==> config.mk <==
export PLATFORM = sky130hd
export DESIGN_NAME = lrr_readback
export DESIGN_NICKNAME = d
export VERILOG_FILES = /design/src/design/lrr_readback.v
export VERILOG_INCLUDE_DIRS = /design/src /design/src/design
export SDC_FILE = /design/constraint.sdc
export NUM_CORES = 1
export LEC_CHECK = 0
export BUFFER_PORTS_ARGS = -buffer_cell sky130_fd_sc_hd__buf_2
export CORE_ASPECT_RATIO = 0.6
export CORE_MARGIN = 3
export CORE_UTILIZATION = 45
export CTS_CLUSTER_DIAMETER = 150
export DETAILED_ROUTE_END_ITERATION = 8
export GPL_ROUTABILITY_DRIVEN = 0
export HOLD_SLACK_MARGIN = 0.05
export PLACE_DENSITY = 0.87
export RECOVER_POWER = 100
export SYNTH_ARGS = -nofsm -noshare
export SYNTH_HDL_FRONTEND = slang
export SYNTH_SLANG_ARGS = --single-unit
export TNS_END_PERCENT = 100
==> constraint.sdc <==
create_clock -name i_clock -period 3.35 [get_ports i_clock]
set_input_delay 0 -clock i_clock [delete_from_list [all_inputs] [get_ports i_clock]]
set_output_delay 0 -clock i_clock [all_outputs]
set_load 0.005 [all_outputs]
==> src/design/lrr_map.vh <==
// Holds the port addresses, sequence lengths, reserved-bit masks and timer figures
// of the legacy register readback block.
// Assumes a byte-wide I/O port strobe interface from the host side.
`ifndef LRR_MAP_VH
`define LRR_MAP_VH

// ==========================================================================
// Port addresses.
// ==========================================================================
`define LRR_PORT_DMA_LO      8'h08
`define LRR_PORT_IRQ_MASTER  8'h20
`define LRR_PORT_TMR0        8'h40
`define LRR_PORT_TMR2        8'h42
`define LRR_PORT_RTC_IDX     8'h70
`define LRR_PORT_IRQ_SLAVE   8'ha0
`define LRR_PORT_DMA_HI      8'hd0

// ==========================================================================
// Sequence lengths.
// ==========================================================================
`define LRR_IRQ_SEQ_LEN      4'hc
`define LRR_TMR_SEQ_LEN      3'h7

// ==========================================================================
// Reserved-bit forcing: value = (raw & keep) | set.
// ==========================================================================
`define LRR_W2_KEEP          8'hf8
`define LRR_W4_KEEP          8'h12
`define LRR_OW2_KEEP         8'he7
`define LRR_OW3_KEEP         8'h47
`define LRR_OW3_SET          8'h08
`define LRR_OW3_MIRROR_SRC   6
`define LRR_OW3_MIRROR_DST   5

// ==========================================================================
// Timer figures, in microseconds; clock rate in MHz.
// ==========================================================================
`define LRR_TICK_SHORT_US    13500
`define LRR_TICK_NORMAL_US   54600
`define LRR_CLK_MHZ          250

`endif

==> src/design/lrr_readback.v <==
// Legacy register readback block: alternate access mode read paths for
// write-only interrupt controller, timer and RTC index registers, and write
// paths into read-only DMA status and current address/count registers.
// Assumes single-cycle I/O read and write strobes from the host port decoder,
// and that the legacy units present their shadowed words on plain inputs.
//
// Operation
// - Alternate mode makes write-only registers readable and read-only ones writable.
// - Port 20h reads one to six give master init words two-four, operation words.
// - Port 20h reads seven to twelve give the slave controller's same six words.
// - Port 40h gives counter 0 status, base low/high, two zero bytes, then counter 2 base.
// - Port 42h read returns counter 2 status byte in alternate mode.
// - Port 70h read returns NMI gate in bit 7, RTC index in bits 6:0.
// - Reserved interrupt controller bits read back as fixed zeros, except operation word three bit 3, which reads as one, and bit 5, which mirrors bit 6.
// - Operation word three bit 5 mirrors bit 6; bits 4:3 read as 01.
// - DMA status ports 08h and D0h accept writes in alternate mode.
// - Normal base writes also load current; alternate mode writes current alone.
// - Entering and leaving after timer reads leaves a 13.5 ms tick until reprogram.
`include "lrr_map.vh"

module lrr_readback (
   input  wire        i_clock,
   input  wire        i_nrst,
   input  wire        i_clk_en,
   input  wire        i_alternate_readback_mode,
   input  wire        i_io_rd,
   input  wire        i_io_wr,
   input  wire [7:0]  i_io_addr,
   input  wire [7:0]  i_io_wdata,
   input  wire        i_timer_reprogram,
   input  wire [47:0] i_master_words,
   input  wire [47:0] i_slave_words,
   input  wire [7:0]  i_tmr0_status,
   input  wire [15:0] i_tmr0_base,
   input  wire [7:0]  i_tmr2_status,
   input  wire [15:0] i_tmr2_base,
   input  wire        i_nmi_gate,
   input  wire [6:0]  i_rtc_index,
   input  wire        i_dma_base_wr,
   input  wire [7:0]  i_dma_cur_sel,
   output reg  [7:0]  o_io_rdata,
   output reg         o_io_rvalid,
   output reg         o_mode_active,
   output reg         o_dma_status_lo_wr,
   output reg         o_dma_status_hi_wr,
   output reg  [7:0]  o_dma_status_data,
   output reg         o_dma_cur_wr,
   output reg  [7:0]  o_dma_cur_sel,
   output reg  [7:0]  o_dma_cur_data,
   output reg         o_timer_short_tick
);

   // ==========================================================================
   // Reset release.
   // ==========================================================================
   reg rst_sync1_reg;
   reg rst_sync2_reg;
   wire rst_n = rst_sync2_reg;

   always @(posedge i_clock or negedge i_nrst) begin
      if (!i_nrst) begin
         rst_sync1_reg <= 1'b0;
         rst_sync2_reg <= 1'b0;
      end else begin
         rst_sync1_reg <= 1'b1;
         rst_sync2_reg <= rst_sync1_reg;
      end
   end

   // ==========================================================================
   // Word forcing for the interrupt controller readback.
   // ==========================================================================
   // Word order within each 48-bit bundle, low byte first: init two, init three,
   // init four, operation one, operation two, operation three.
   function [7:0] lrr_force;
      input [2:0] slot;
      input [7:0] raw;
      reg   [7:0] v;
      begin
         v = raw;
         case (slot)
            3'h0: v = raw & `LRR_W2_KEEP;
            3'h2: v = raw & `LRR_W4_KEEP;
            3'h4: v = raw & `LRR_OW2_KEEP;
            3'h5: begin
               v = (raw & `LRR_OW3_KEEP) | `LRR_OW3_SET;
               v[`LRR_OW3_MIRROR_DST] = raw[`LRR_OW3_MIRROR_SRC];
            end
            default: v = raw;
         endcase
         lrr_force = v;
      end
   endfunction

   // ==========================================================================
   // Sequence pointers and read mux.
   // ==========================================================================
   reg  [3:0] irq_ptr_reg;
   reg  [2:0] tmr_ptr_reg;
   reg        mode_prev_reg;
   reg        tmr_read_reg;

   wire       mode_enter = i_alternate_readback_mode & ~mode_prev_reg;
   wire       mode_leave = ~i_alternate_readback_mode & mode_prev_reg;
   wire       alt_rd     = i_alternate_readback_mode & i_io_rd;
   wire       rd_irq     = alt_rd & (i_io_addr == `LRR_PORT_IRQ_MASTER);
   wire       rd_tmr0    = alt_rd & (i_io_addr == `LRR_PORT_TMR0);

   wire [3:0] irq_slot   = (irq_ptr_reg < 4'h6) ? irq_ptr_reg : (irq_ptr_reg - 4'h6);
   wire [47:0] irq_bank  = (irq_ptr_reg < 4'h6) ? i_master_words : i_slave_words;
   wire [7:0] irq_raw    = irq_bank[{irq_slot[2:0], 3'h0} +: 8];

   reg  [7:0] tmr_byte;
   always @* begin
      case (tmr_ptr_reg)
         3'h0:    tmr_byte = i_tmr0_status;
         3'h1:    tmr_byte = i_tmr0_base[7:0];
         3'h2:    tmr_byte = i_tmr0_base[15:8];
         3'h5:    tmr_byte = i_tmr2_base[7:0];
         3'h6:    tmr_byte = i_tmr2_base[15:8];
         default: tmr_byte = 8'h00;
      endcase
   end

   reg  [7:0] rd_next;
   reg        rv_next;
   always @* begin
      rd_next = 8'h00;
      rv_next = alt_rd;
      case (i_io_addr)
         `LRR_PORT_IRQ_MASTER: rd_next = lrr_force(irq_slot[2:0], irq_raw);
         `LRR_PORT_TMR0:       rd_next = tmr_byte;
         `LRR_PORT_TMR2:       rd_next = i_tmr2_status;
         `LRR_PORT_RTC_IDX:    rd_next = {i_nmi_gate, i_rtc_index};
         default:              rv_next = 1'b0;
      endcase
   end

   // ==========================================================================
   // Registered state and outputs.
   // ==========================================================================
   always @(posedge i_clock or negedge rst_n) begin
      if (!rst_n) begin
         irq_ptr_reg        <= 4'h0;
         tmr_ptr_reg        <= 3'h0;
         mode_prev_reg      <= 1'b0;
         tmr_read_reg       <= 1'b0;
         o_io_rdata         <= 8'h00;
         o_io_rvalid        <= 1'b0;
         o_mode_active      <= 1'b0;
         o_dma_status_lo_wr <= 1'b0;
         o_dma_status_hi_wr <= 1'b0;
         o_dma_status_data  <= 8'h00;
         o_dma_cur_wr       <= 1'b0;
         o_dma_cur_sel      <= 8'h00;
         o_dma_cur_data     <= 8'h00;
         o_timer_short_tick <= 1'b0;
      end else if (i_clk_en) begin
         mode_prev_reg <= i_alternate_readback_mode;
         o_mode_active <= i_alternate_readback_mode;
         o_io_rdata    <= rv_next ? rd_next : 8'h00;
         o_io_rvalid   <= rv_next;

         if (mode_enter) begin
            irq_ptr_reg <= 4'h0;
            tmr_ptr_reg <= 3'h0;
         end else begin
            if (rd_irq)
               irq_ptr_reg <= (irq_ptr_reg == `LRR_IRQ_SEQ_LEN - 4'h1) ? 4'h0
                                                                       : irq_ptr_reg + 4'h1;
            if (rd_tmr0)
               tmr_ptr_reg <= (tmr_ptr_reg == `LRR_TMR_SEQ_LEN - 3'h1) ? 3'h0
                                                                       : tmr_ptr_reg + 3'h1;
         end

         // Timer reads in the mode leave the counter on the short period once the
         // mode is left; only a fresh program by software clears it.
         // A timer read or a mode exit in the same cycle as a reprogram wins,
         // so a save sequence is never lost to a coincident clear.
         if (i_timer_reprogram) begin
            tmr_read_reg       <= 1'b0;
            o_timer_short_tick <= 1'b0;
         end
         if (rd_tmr0 || (alt_rd && i_io_addr == `LRR_PORT_TMR2))
            tmr_read_reg <= 1'b1;
         if (mode_leave && tmr_read_reg)
            o_timer_short_tick <= 1'b1;

         // Status writes pass only in the mode; elsewhere the ports stay read-only.
         o_dma_status_lo_wr <= i_alternate_readback_mode & i_io_wr &
                               (i_io_addr == `LRR_PORT_DMA_LO);
         o_dma_status_hi_wr <= i_alternate_readback_mode & i_io_wr &
                               (i_io_addr == `LRR_PORT_DMA_HI);
         o_dma_status_data  <= i_io_wdata;

         // A base write outside the mode copies into current; inside the mode
         // the current register is loaded on its own, leaving base untouched.
         // Status port writes never strobe a current register.
         o_dma_cur_wr   <= i_io_wr & (i_io_addr != `LRR_PORT_DMA_LO) &
                           (i_io_addr != `LRR_PORT_DMA_HI) &
                           (i_alternate_readback_mode | i_dma_base_wr);
         o_dma_cur_sel  <= i_dma_cur_sel;
         o_dma_cur_data <= i_io_wdata;
      end
   end

endmodule

Word level (Yosys, flattened, before mapping)

Cells that the tools add are included.

Bits of input ports: 184
Register bits: 40
Word-level logic and storage cells: 79
Output and inout bits: 38

Reduce and logical (&&, ||, !) cells: 14
Eq/ne operators: 16
$add $sub $neg: 3
Bitwise gates (word level): 14
$lt $le $gt $ge: 1
Mux-type cells: 16
Shift-type cells: 1

Operator list:

| kind                                                        | count |
|---|---|
| case mux 8 bit (4 select lines)                             | 2 |
| two-way mux 48 bit                                          | 1 |
| variable part select 48 x 7 -> 8 bit                        | 1 |
| case mux 8 bit (5 select lines)                             | 1 |
| == test 8 x 7 -> 1 bit (second input constant)              | 3 |
| == test 3 bit (second input constant)                       | 4 |
| two-way mux 3 bit                                           | 4 |
| two-way mux 4 bit                                           | 3 |
| AND 1 bit                                                   | 11 |
| == test 8 x 4 -> 1 bit (second input constant)              | 1 |
| == test 8 x 6 -> 1 bit (second input constant)              | 1 |
| == test 8 bit (second input constant)                       | 1 |
| two-way mux 8 bit                                           | 1 |
| inequality test 8 x 4 -> 1 bit (second input constant)      | 1 |
| inequality test 8 bit (second input constant)               | 1 |
| AND reduction 2 bit                                         | 4 |
| nonzero test 2 bit                                          | 4 |
| == test 3 x 2 -> 1 bit (second input constant)              | 2 |
| logical NOT 3 bit                                           | 2 |
| adder 4 x 1 -> 4 bit (second input constant)                | 1 |
| == test 4 bit (second input constant)                       | 1 |
| less-than comparator 4 x 3 -> 1 bit (second input constant) | 1 |
| two-way mux 1 bit                                           | 4 |
| OR reduction 4 bit                                          | 1 |
| 7 further kinds                                             | 9 |

Logic depth before layout (Yosys ltp)

Gate-level depths: netlist of run 1.

Word-level depth: 6
Gate-level depth with buffers: 9

Worst setup path before layout of run 1

Ideal clock, no wire load.

Path kind: flip-flop to flip-flop
Start point: register tmr_ptr_reg[0]
End point: register o_io_rdata[2]
Stages on the path, launching flop included: 9
Required time: 3.205 ns
Buffers on the path: 2
Clock period less this slack: 1.899 ns
Setup slack: 1.451 ns
Setup time: 0.145 ns
Data arrival time: 1.754 ns
Cell sequence: dfrtp_1 -> inv_1 -> ha_1 -> clkbuf_1 -> clkbuf_1 -> a222oi_1 -> a211oi_1 -> a221oi_1 -> o221ai_1

Word-level cells in the longest chain between the ends: 4
Elaborated cells between the ends (all ways): 8
Those cells by class: eq/ne: 4; mux: 3; reduce/logical: 1

Ends and longest elaborated chain:

| what                                        | line               | text |
|---|---|---|
| from (decl)                                 | lrr_readback.v:99  | `reg [2:0] tmr_ptr_reg;` |
| from (signal assigned)                      | lrr_readback.v:172 | `` tmr_ptr_reg <= (tmr_ptr_reg == `LRR_TMR_SEQ_LEN - 3'h1) ? 3'h0 `` |
| == test 3 bit, or another cell as far along | lrr_readback.v:115 | `case (tmr_ptr_reg)` |
| case mux 8 bit (5 select lines) *           | lrr_readback.v:115 |  |
| case mux 8 bit (4 select lines) *           | lrr_readback.v:130 | `case (i_io_addr)` |
| two-way mux 8 bit *                         | lrr_readback.v:161 | `o_io_rdata <= rv_next ? rd_next : 8'h00;` |
| to (signal assigned)                        | lrr_readback.v:161 |  |
| to (decl)                                   | lrr_readback.v:41  | `output reg [7:0] o_io_rdata,` |

Mark *: on every way between the ends. The rest lies on a longest branch, timed or not.
A chain may end at the register's enable or synchronous reset.

==> results of run 1 <==
timing repair:
item / 4_1_cts / 5_1_grt
endpoints found under the setup margin: 0 / 0
hold buffers: 23 / 0
hold endpoints to repair: 23 / 0
cells in the mapped netlist, types with 6 or more instances:
cell	number	area (um2)
buf_4	13	97.6
a22oi_1	8	60.1
mux2_2	20	225
mux2i_1	14	140
nor3_1	6	30.0
buf_2	7	35.0
a21oi_1	14	70.1
nand3_1	12	60.1
o21ai_0	13	65.1
nor2_1	11	41.3
clkbuf_1	8	30.0
nor2b_1	10	62.6
a221oi_1	8	70.1
dfrtp_1	40	1000
a222oi_1	9	90.1
nand2_1	20	75.1
ha_1	6	75.1
inv_1	8	30.0
routing by layer:
metal  track usage [%]  up-vias
li1                  -     1653
met1              35.6     1689
met2              46.3      225
met3              4.59       21
met4              5.60        0
met5                 0        -
how the worst min path moves through the flow:
stage,start,end,slack (ps)
floorplan,i_nrst,rst_n,-300
global placement,i_nrst,rst_sync1_reg,-210
detailed placement,i_nrst,rst_sync1_reg,-210
CTS,i_rtc_index[0],o_io_rdata[0],50
global route,i_rtc_index[2],o_io_rdata[2],70
finish,i_rtc_index[0],o_io_rdata[0],50
power by group through the flow:
stage                     Sequential, W  Clock, W  Combinational [W]
after global routing           0.000536  0.000584           0.000255
after CTS                      0.000530  0.000565           0.000239
after detailed placement       0.000539         0           0.000219
final                          0.000531  0.000556           0.000236
after floorplan                0.000537         0          0.0000847
after global placement         0.000536         0           0.000212
cell type report:
| type | instances | share of cell area [%] |
|---|---|---|
| repair buffers | 217 | 27.2 |
| clock buffers | 5 | 2.91 |
| clock inverters | 3 | 1.08 |
| inverters | 10 | 0.872 |
| flip-flops and latches | 40 | 23.3 |
| well taps | 84 | 2.44 |
| multi-input cells | 241 | 42.3 |
metrics by stage:
stage | hold slack, ps | power (W)
after floorplan | -296 | 0.000621
after global placement | -214 | 0.000748
after detailed placement | -214 | 0.000758
after CTS | 51.5 | 0.00133
after global routing | 65.3 | 0.00138
final | 48.2 | 0.00132
kinds of logic after synthesis:
kind of cell               after synthesis  synth area share (%)
adders and majority gates                6                  2.43
other                                    1                 0.121
AOI/OAI and AO/OA                      109                  27.5
and+or+nand+nor                         88                  16.8
muxes                                   35                  12.6
DFF                                     40                  32.4
buffers and inverters                   41                  7.57
xor gates and xnor gates                 2                 0.567
layout by cell type, fill, tap and decap left out, types with 3 or more instances in the layout:
master           n
nor3b_1          3
a21oi_1         14
nor3_1           6
nand4_1          3
inv_1            8
o211ai_1         4
a22oi_1          8
buf_2          168
nor2_1          11
mux2_2          19
o2bb2ai_1        5
nor2b_1         10
mux2i_1         14
a222oi_1         9
o22ai_1          5
nand2_1         20
dfrtp_1         40
dlygate4sd3_1   23
a31oi_1          3
nand3_1         12
o21ai_0         13
a221oi_1         8
ha_1             6
nor4_1           3
a32o_1           4
nor4b_1          4
a211oi_1         4
clkbuf_1        26
a211o_1          3
clkbuf_16        5
critical path, cell delays in order:
cell,delay (ps)
buf_2,90
clkbuf_1,1070
inv_1,620
a222oi_1,410
dlygate4sd3_1,610
a31oi_1,70
==> flow_metrics.py, run 1 <==
metrics = {
    "critical_path": {
        "r2r-start": "irq_ptr_reg[1]",
        "reg2reg_depth": 6,
        "critPathMaxFanout": 28,
        "worstSetupPathType": "in2reg",
        "end_kind": "flip-flop",
        "cp-startpoint": "i_clk_en",
        "cp.arrival_ps": 2870,
        "regToRegSetupSlack_ps": 780,
        "start_kind": "primary input",
        "endpoint": "o_io_rdata[7]",
        "reg2reg_to": "o_io_rdata[0]",
        "critical_path_required_ps": 3510,
    },
    "place": {
        "placed_area_mm2": 0.00397,
        "hpwl_um": 8280,
        "dpl.cell_count": 569,
        "port_buffers": 193,
        "place_ws_ps": 976,
    },
    "grt": {
        "antenna_found_initial": 0,
        "grt_max_degree": 39,
        "grt_pass1_wl_um": 17300,
        "grt_pass1_vias": 3458,
        "grt_use_total_pct": 26.9,
        "grt.overflow.total": 0,
    },
    "timing": {
        "period_needed_ps": 2710,
        "finalSetupViolCount": 0,
        "fmax_mhz": 368,
        "slew_headroom_pct": -6.06,
        "worst_slack_ps": 636,
        "finalMaxSlewViolations": 39,
        "tightest_slew_ps": 1590,
        "rsz0062_at_grt": "false",
        "clock_skew_ps": 4.45,
        "hold_viol": 0,
        "fin_crit_sh_pct": 81.0,
        "tns_ps": 0,
    },
    "floorplan": {
        "coreArea_mm2": 0.00639,
        "die_h_um": 70.2,
        "die_x_um": 113,
        "start_util_pct": 48.4,
        "rows": 22,
        "pin_count": 222,
        "dieArea_mm2": 0.00793,
    },
    "detailed_routing": {
        "route.detailed.wl_per_inst_um": 18.8,
        "num_vias": 3588,
        "drt_iter0_markers": 444,
        "wl_met1_um": 4450,
        "drt_wl_total_um": 11300,
        "dr.pass1.iters": 9,
        "ant_nets": 0,
        "remaining_drc_errors": 0,
        "top_layer": "met4",
        "wl_met3_um": 1060,
        "vias_per_cell": 5.98,
        "wl_met2_um": 5630,
    },
    "yosys": {
        "netlist-cell-type-count": 70,
        "synth_cells": 322,
        "ys_ff_latch": 40,
        "syn_avg_cell_area_um2": 9.59,
        "synth_area_mm2": 0.00309,
        "synth_edf_count": 0,
        "async_flop_share_pct": 100,
        "syn-num-nets": 512,
        "synth_ff_type": "dfrtp_1",
        "ys_warn_count": 0,
        "ys_seq_area_share_pct": 32.4,
    },
    "power": {
        "p_sw_w": 0.000325,
        "switching_share_pct": 24.6,
        "seqPwrFrac_pct": 40.1,
        "intPower_w": 0.000998,
        "cellLeakagePower_nw": 2.03,
        "combPwrFrac_pct": 17.9,
        "power_density_mw_per_mm2": 307,
        "clkPwrFrac_pct": 42.0,
        "irDropWorstVdd_mv": 0.252,
    },
    "layout": {
        "reg_top3": "o_dma_cur_data: 8 flops, o_dma_cur_sel: 8 flops, o_io_rdata: 8 flops",
        "nNetsFinal": 705,
        "multiInputGateArea_mm2": 0.00182,
        "final_area_mm2": 0.00430,
        "fillers": 534,
        "layout-drive-gt1-share_pct": 38.8,
        "syn2layout_area_growth_pct": 39.3,
        "regArea_mm2": 0.00100,
        "final_util_pct": 67.4,
        "diodes": 0,
        "stdcell_count": 600,
    },
    "clock_network": {
        "cts-resized-gates": 0,
        "clock_latency_ps": 280,
        "cts_max_path_buffers": 2,
        "ctsRootBufferMaster": "clkbuf_16",
        "clk_pin_slew_ps": 60,
        "cts_tree": "yes",
        "cts_made_buffers": 5,
        "htreeDepth": 2,
        "cts_setup_buffers": 0,
        "cts_sinks": 40,
    },
    "flow_run": {
        "cap_violations": 1,
    },
    "outcome": {
        "outcome": "complete, but fails checks",
        "violations": "capacitance limit, slew limit",
    },
    "min_path": {
        "hold_depth": 3,
        "hp-class": "in2reg",
    },
}
(Power assumes the default switching activity.)
==> run 2: changes to the inputs <==
- CORE_UTILIZATION: 45 -> 42
- PLACE_DENSITY: 0.87 -> 0.82
- clock period: 3.35 -> 2.7 ns (I/O delays scaled with it)
==> run 2 against run 1 <==
Compared with the run above: the flow still finishes with violations (capacitance limit, slew limit); worst hold slack improved by 0.64 ps; clock-buffer cell count stayed put; global-route usage is 0.48 points lower; sequential cell count did not move; routed wire length rose by 0.91%; utilization down 4.6 points; largest cell class unchanged; highest routed layer unchanged.
==> flow_metrics.py, run 2 (synthesis results as in run 1) <==
metrics = {
    "clock_network": {
        "cts_made_buffers": 5,
        "clk_pin_slew_ps": 60,
        "hold_buffers": 21,
        "cts_tree": "yes",
        "ctsRootBufferMaster": "clkbuf_16",
        "clock_latency_ps": 280,
        "cts_max_path_buffers": 2,
        "cts_setup_buffers": 0,
        "htreeDepth": 2,
        "cts_sinks": 40,
        "cts-resized-gates": 0,
    },
    "min_path": {
        "hp-class": "in2reg",
        "hp-start": "i_nmi_gate",
    },
    "power": {
        "cellLeakagePower_nw": 2.05,
        "power_density_mw_per_mm2": 379,
        "power.total_w": 0.00165,
        "clkPwrFrac_pct": 42.0,
        "combPwrFrac_pct": 18.0,
        "irDropWorstVdd_mv": 0.337,
        "seqPwrFrac_pct": 40.0,
        "switching_share_pct": 24.6,
        "intPower_w": 0.00124,
        "p_sw_w": 0.000405,
    },
    "floorplan": {
        "start_util_pct": 44.7,
        "die_x_um": 117,
        "coreArea_mm2": 0.00691,
        "die_h_um": 72.4,
        "pin_count": 222,
        "rows": 23,
        "dieArea_mm2": 0.00845,
    },
    "timing": {
        "period_needed_ps": 2350,
        "finalMaxSlewViolations": 39,
        "tns_ps": 0,
        "hold_viol": 0,
        "fmax_mhz": 425,
        "clock_skew_ps": 4.23,
        "fin_crit_sh_pct": 87.2,
        "worst_slack_ps": 345,
        "tightest_slew_ps": 1530,
        "finalSetupViolCount": 0,
        "rsz0062_at_grt": "false",
        "slew_headroom_pct": -1.94,
    },
    "detailed_routing": {
        "remaining_drc_errors": 0,
        "vias_per_cell": 5.95,
        "ant_nets": 0,
        "dr.pass1.iters": 5,
        "drt_wl_total_um": 11400,
        "route.detailed.wl_per_inst_um": 18.8,
        "drt_iter0_markers": 253,
        "num_vias": 3601,
    },
    "layout": {
        "layout-drive-gt1-share_pct": 40.5,
        "stdcell_count": 605,
        "nNetsFinal": 707,
        "final_cell_mix": "buf_2, dfrtp_1, clkbuf_1",
        "diodes": 0,
        "reg_top3": "o_dma_cur_data: 8 flops, o_dma_cur_sel: 8 flops, o_io_rdata: 8 flops",
        "final_util_pct": 62.8,
        "mostFrequentLayoutCell": "buf_2",
        "syn2layout_area_growth_pct": 40.4,
    },
    "outcome": {
        "violations": "capacitance limit, slew limit",
        "outcome": "complete, but fails checks",
    },
    "grt": {
        "grt_max_degree": 39,
        "grt_pass1_vias": 3421,
        "grtUsageMet1_pct": 35.9,
        "grt_use_total_pct": 26.4,
        "grt.overflow.total": 0,
        "antenna_found_initial": 0,
        "grt_use_met3_pct": 4.33,
        "grt_pass1_wl_um": 17500,
        "top_usage_layer": "met2",
        "use_met2_pct": 44.7,
    },
    "critical_path": {
        "worstSetupPathType": "in2reg",
        "r2r-start": "irq_ptr_reg[2]",
        "critical_path_required_ps": 2860,
        "end_kind": "flip-flop",
        "cp.arrival_ps": 2510,
        "critPathMaxFanout": 27,
        "cp-startpoint": "i_clk_en",
        "start_kind": "primary input",
    },
    "place": {
        "port_buffers": 193,
        "dpl.cell_count": 576,
        "hpwl_um": 8680,
        "place_ws_ps": 494,
    },
    "flow_run": {
        "cap_violations": 1,
    },
}
==> run 2: changes by cell type in the layout (fill, tap and decap cells not counted), sizes merged <==
cell / before / now
buf: 168 / 175
clkbuf: 31 / 28
dlygate4sd3: 23 / 21
==> run 2: power groups by stage <==
stage / clock network (W) / registers [W] / logic [W]
6_report: 0.000692 / 0.000658 / 0.000296
5_1_grt: 0.000733 / 0.000664 / 0.000320
4_1_cts: 0.000700 / 0.000658 / 0.000298
3_5_place_dp: 0 / 0.000670 / 0.000273
3_3_place_gp: 0 / 0.000666 / 0.000263
2_1_floorplan: 0 / 0.000666 / 0.000105
==> run 2: through the flow <==
stage / hold slack [ps] / cell area [um2]
final: 48.8 / 4340
after global placement: -215 / 4010
after CTS: 53.1 / 4390
after global routing: 62.3 / 4340
after floorplan: -296 / 3090
after detailed placement: -212 / 4010
==> run 2: path summary, 6_finish.rpt <==
check                      cells after the start  slack (ps)              to
min in group asynchronous                      3         570   rst_sync1_reg
min                                            3          50   o_io_rdata[7]
min reg2reg                                    0         350           rst_n
max reg2reg                                    6         380   o_io_rdata[2]
max in group asynchronous                      0        1150   o_io_rdata[2]
max                                            6         350  tmr_ptr_reg[2]
==> run 2: routing by layer <==
metal  up-vias  part of all wire, %
met2       186                   48
met5         -                    0
met3        22                  7.3
li1       1657                    -
met4         0                  1.5
met1      1736                   43
==> run 2: critical path, stage by stage <==
cell and delay, ps:
clkbuf_1 100, clkbuf_1 1090, inv_1 640, o22a_1 420
o21ai_0 170, o31ai_1 90
==> run 2: final cells by class <==
cell class | count | area (um2)
clock inverter | 3 | 46.3
timing repair buffer | 219 | 1180
inverter | 10 | 37.5
sequential | 40 | 1000
multi-input combinational | 241 | 1840
clock buffer | 5 | 125
fill | 591 | 2570
tap | 87 | 109
==> run 3: changes to the inputs <==
- CORE_MARGIN: 3 -> not set
==> run 3 against run 2 <==
Compared with the run above: the run still ends with capacitance limit, slew limit left; critical path type unchanged; via count barely moved; critical path depth is the same; utilization fell by 0.12 points; worst hold slack worse by 0.74 ps; global-route usage grew 1.1 points; final area decreased by 0.61%; fmax shrank 2.9%; clock-buffer cell count did not move; non-clock buffer count unchanged; clock skew about the same.
==> flow_metrics.py, run 3 (synthesis results as in run 1) <==
metrics = {
    "outcome": {
        "outcome": "complete, but fails checks",
        "violations": "capacitance limit, slew limit",
    },
    "floorplan": {
        "start_util_pct": 44.9,
        "die_h_um": 68.4,
        "coreArea_mm2": 0.00688,
        "die_x_um": 113,
        "rows": 23,
        "pin_count": 222,
        "dieArea_mm2": 0.00771,
    },
    "critical_path": {
        "critPathMaxFanout": 8,
        "endpoint": "o_io_rdata[7]",
        "cp-startpoint": "i_io_addr[1]",
        "worstSetupPathType": "in2reg",
        "r2r-start": "irq_ptr_reg[3]",
        "reg2reg_depth": 5,
        "cp.arrival_ps": 2630,
        "start_kind": "primary input",
        "regToRegSetupSlack_ps": 340,
        "end_kind": "flip-flop",
        "critical_path_required_ps": 2910,
        "reg2reg_to": "o_io_rdata[4]",
    },
    "grt": {
        "grt_pass1_wl_um": 16400,
        "grt_use_total_pct": 27.5,
        "grt_max_degree": 39,
        "grt.overflow.total": 0,
        "grt_pass1_vias": 3310,
        "antenna_found_initial": 0,
    },
    "layout": {
        "fillers": 605,
        "reg_top3": "o_dma_cur_data: 8 flops, o_dma_cur_sel: 8 flops, o_io_rdata: 8 flops",
        "final_cell_mix": "buf_2, dfrtp_1, dlygate4sd3_1",
        "nNetsFinal": 707,
        "layout-drive-gt1-share_pct": 40.3,
        "syn2layout_area_growth_pct": 39.6,
        "mostFrequentLayoutCell": "buf_2",
        "diodes": 0,
    },
    "power": {
        "irDropWorstVdd_mv": 0.289,
        "cellLeakagePower_nw": 2.05,
        "power_density_mw_per_mm2": 381,
    },
    "place": {
        "hpwl_um": 8270,
        "place_ws_ps": 424,
        "port_buffers": 193,
    },
    "timing": {
        "hold_viol": 0,
        "fmax_mhz": 412,
        "fin_crit_sh_pct": 89.8,
        "finalMaxSlewViolations": 39,
        "finalSetupViolCount": 0,
        "rsz0062_at_grt": "false",
        "worst_slack_ps": 276,
        "tns_ps": 0,
        "slew_headroom_pct": -6.74,
        "period_needed_ps": 2420,
        "clock_skew_ps": 4.30,
        "tightest_slew_ps": 1600,
    },
    "flow_run": {
        "cap_violations": 2,
    },
    "detailed_routing": {
        "dr.pass1.iters": 5,
        "drt_wl_total_um": 10900,
        "ant_nets": 0,
        "num_vias": 3600,
        "remaining_drc_errors": 0,
        "route.detailed.wl_per_inst_um": 18.0,
        "drt_iter0_markers": 290,
        "vias_per_cell": 5.95,
    },
    "clock_network": {
        "ctsRootBufferMaster": "clkbuf_16",
        "cts_sinks": 40,
        "htreeDepth": 2,
        "cts-resized-gates": 0,
        "clk_pin_slew_ps": 60,
        "cts_tree": "yes",
        "cts_max_path_buffers": 2,
        "cts_made_buffers": 5,
        "clock_latency_ps": 280,
    },
    "min_path": {
        "hp-class": "in2reg",
        "hp-start": "i_io_addr[3]",
    },
}
-- run 3: how the worst min path moves through the flow --
stage,slack (ps),cells after the start,endpoint
floorplan,-300,0,rst_n
CTS,50,3,o_dma_status_lo_wr
finish,50,3,o_dma_status_lo_wr
global placement,-210,1,rst_sync1_reg
detailed placement,-210,1,rst_sync1_reg
global route,40,3,o_dma_status_lo_wr
-- run 3: layout make-up --
type,instances,area (um2),share of cell area (%)
clock buffers,5,125,2.90
clock inverters,3,46.3,1.07
inverters,10,37.5,0.871
multi-input cells,241,1800,41.8
flip-flops and latches,40,1000,23.2
well taps,87,109,2.52
repair buffers,219,1190,27.6
-- run 3: through the flow --
| step | hold WS, ps | cells | area [um2] | utilization (%) | power (W) |
|---|---|---|---|---|---|
| final | 48.1 | 605 | 4310 | 62.7 | 0.00164 |
| after detailed placement | -213 | 575 | 4000 | 58.1 | 0.000941 |
| after CTS | 54.3 | 605 | 4390 | 63.8 | 0.00166 |
| after global placement | -215 | 575 | 4000 | 58.1 | 0.000929 |
| after floorplan | -296 | 322 | 3090 | - | 0.000771 |
| after global routing | 44.1 | 605 | 4310 | 62.7 | 0.00171 |
-- run 3: what timing repair did --
action                                 CTS  global route
hold buffers                            22             0
endpoints found under the hold margin   23             0
buffers inserted                         0             0
-- run 3: critical path: stages --
cell	delay, ps
clkbuf_1	120
nor4_1	1210
and2_0	420
a222oi_1	160
dlygate4sd3_1	600
a31oi_1	120
-- run 3: layer usage --
layer / track usage (%) / wire length [um] / vias up
li1: - / - / 1650
met1: 37.1 / 4770 / 1743
met2: 47.6 / 5230 / 198
met3: 4.25 / 813 / 9
met4: 5.67 / 80 / 0
met5: 0 / 0 / -
-- run 3: power breakdown --
group          internal, W  switching (W)
sequential        0.000628      0.0000304
clock             0.000439       0.000255
combinational     0.000173       0.000117
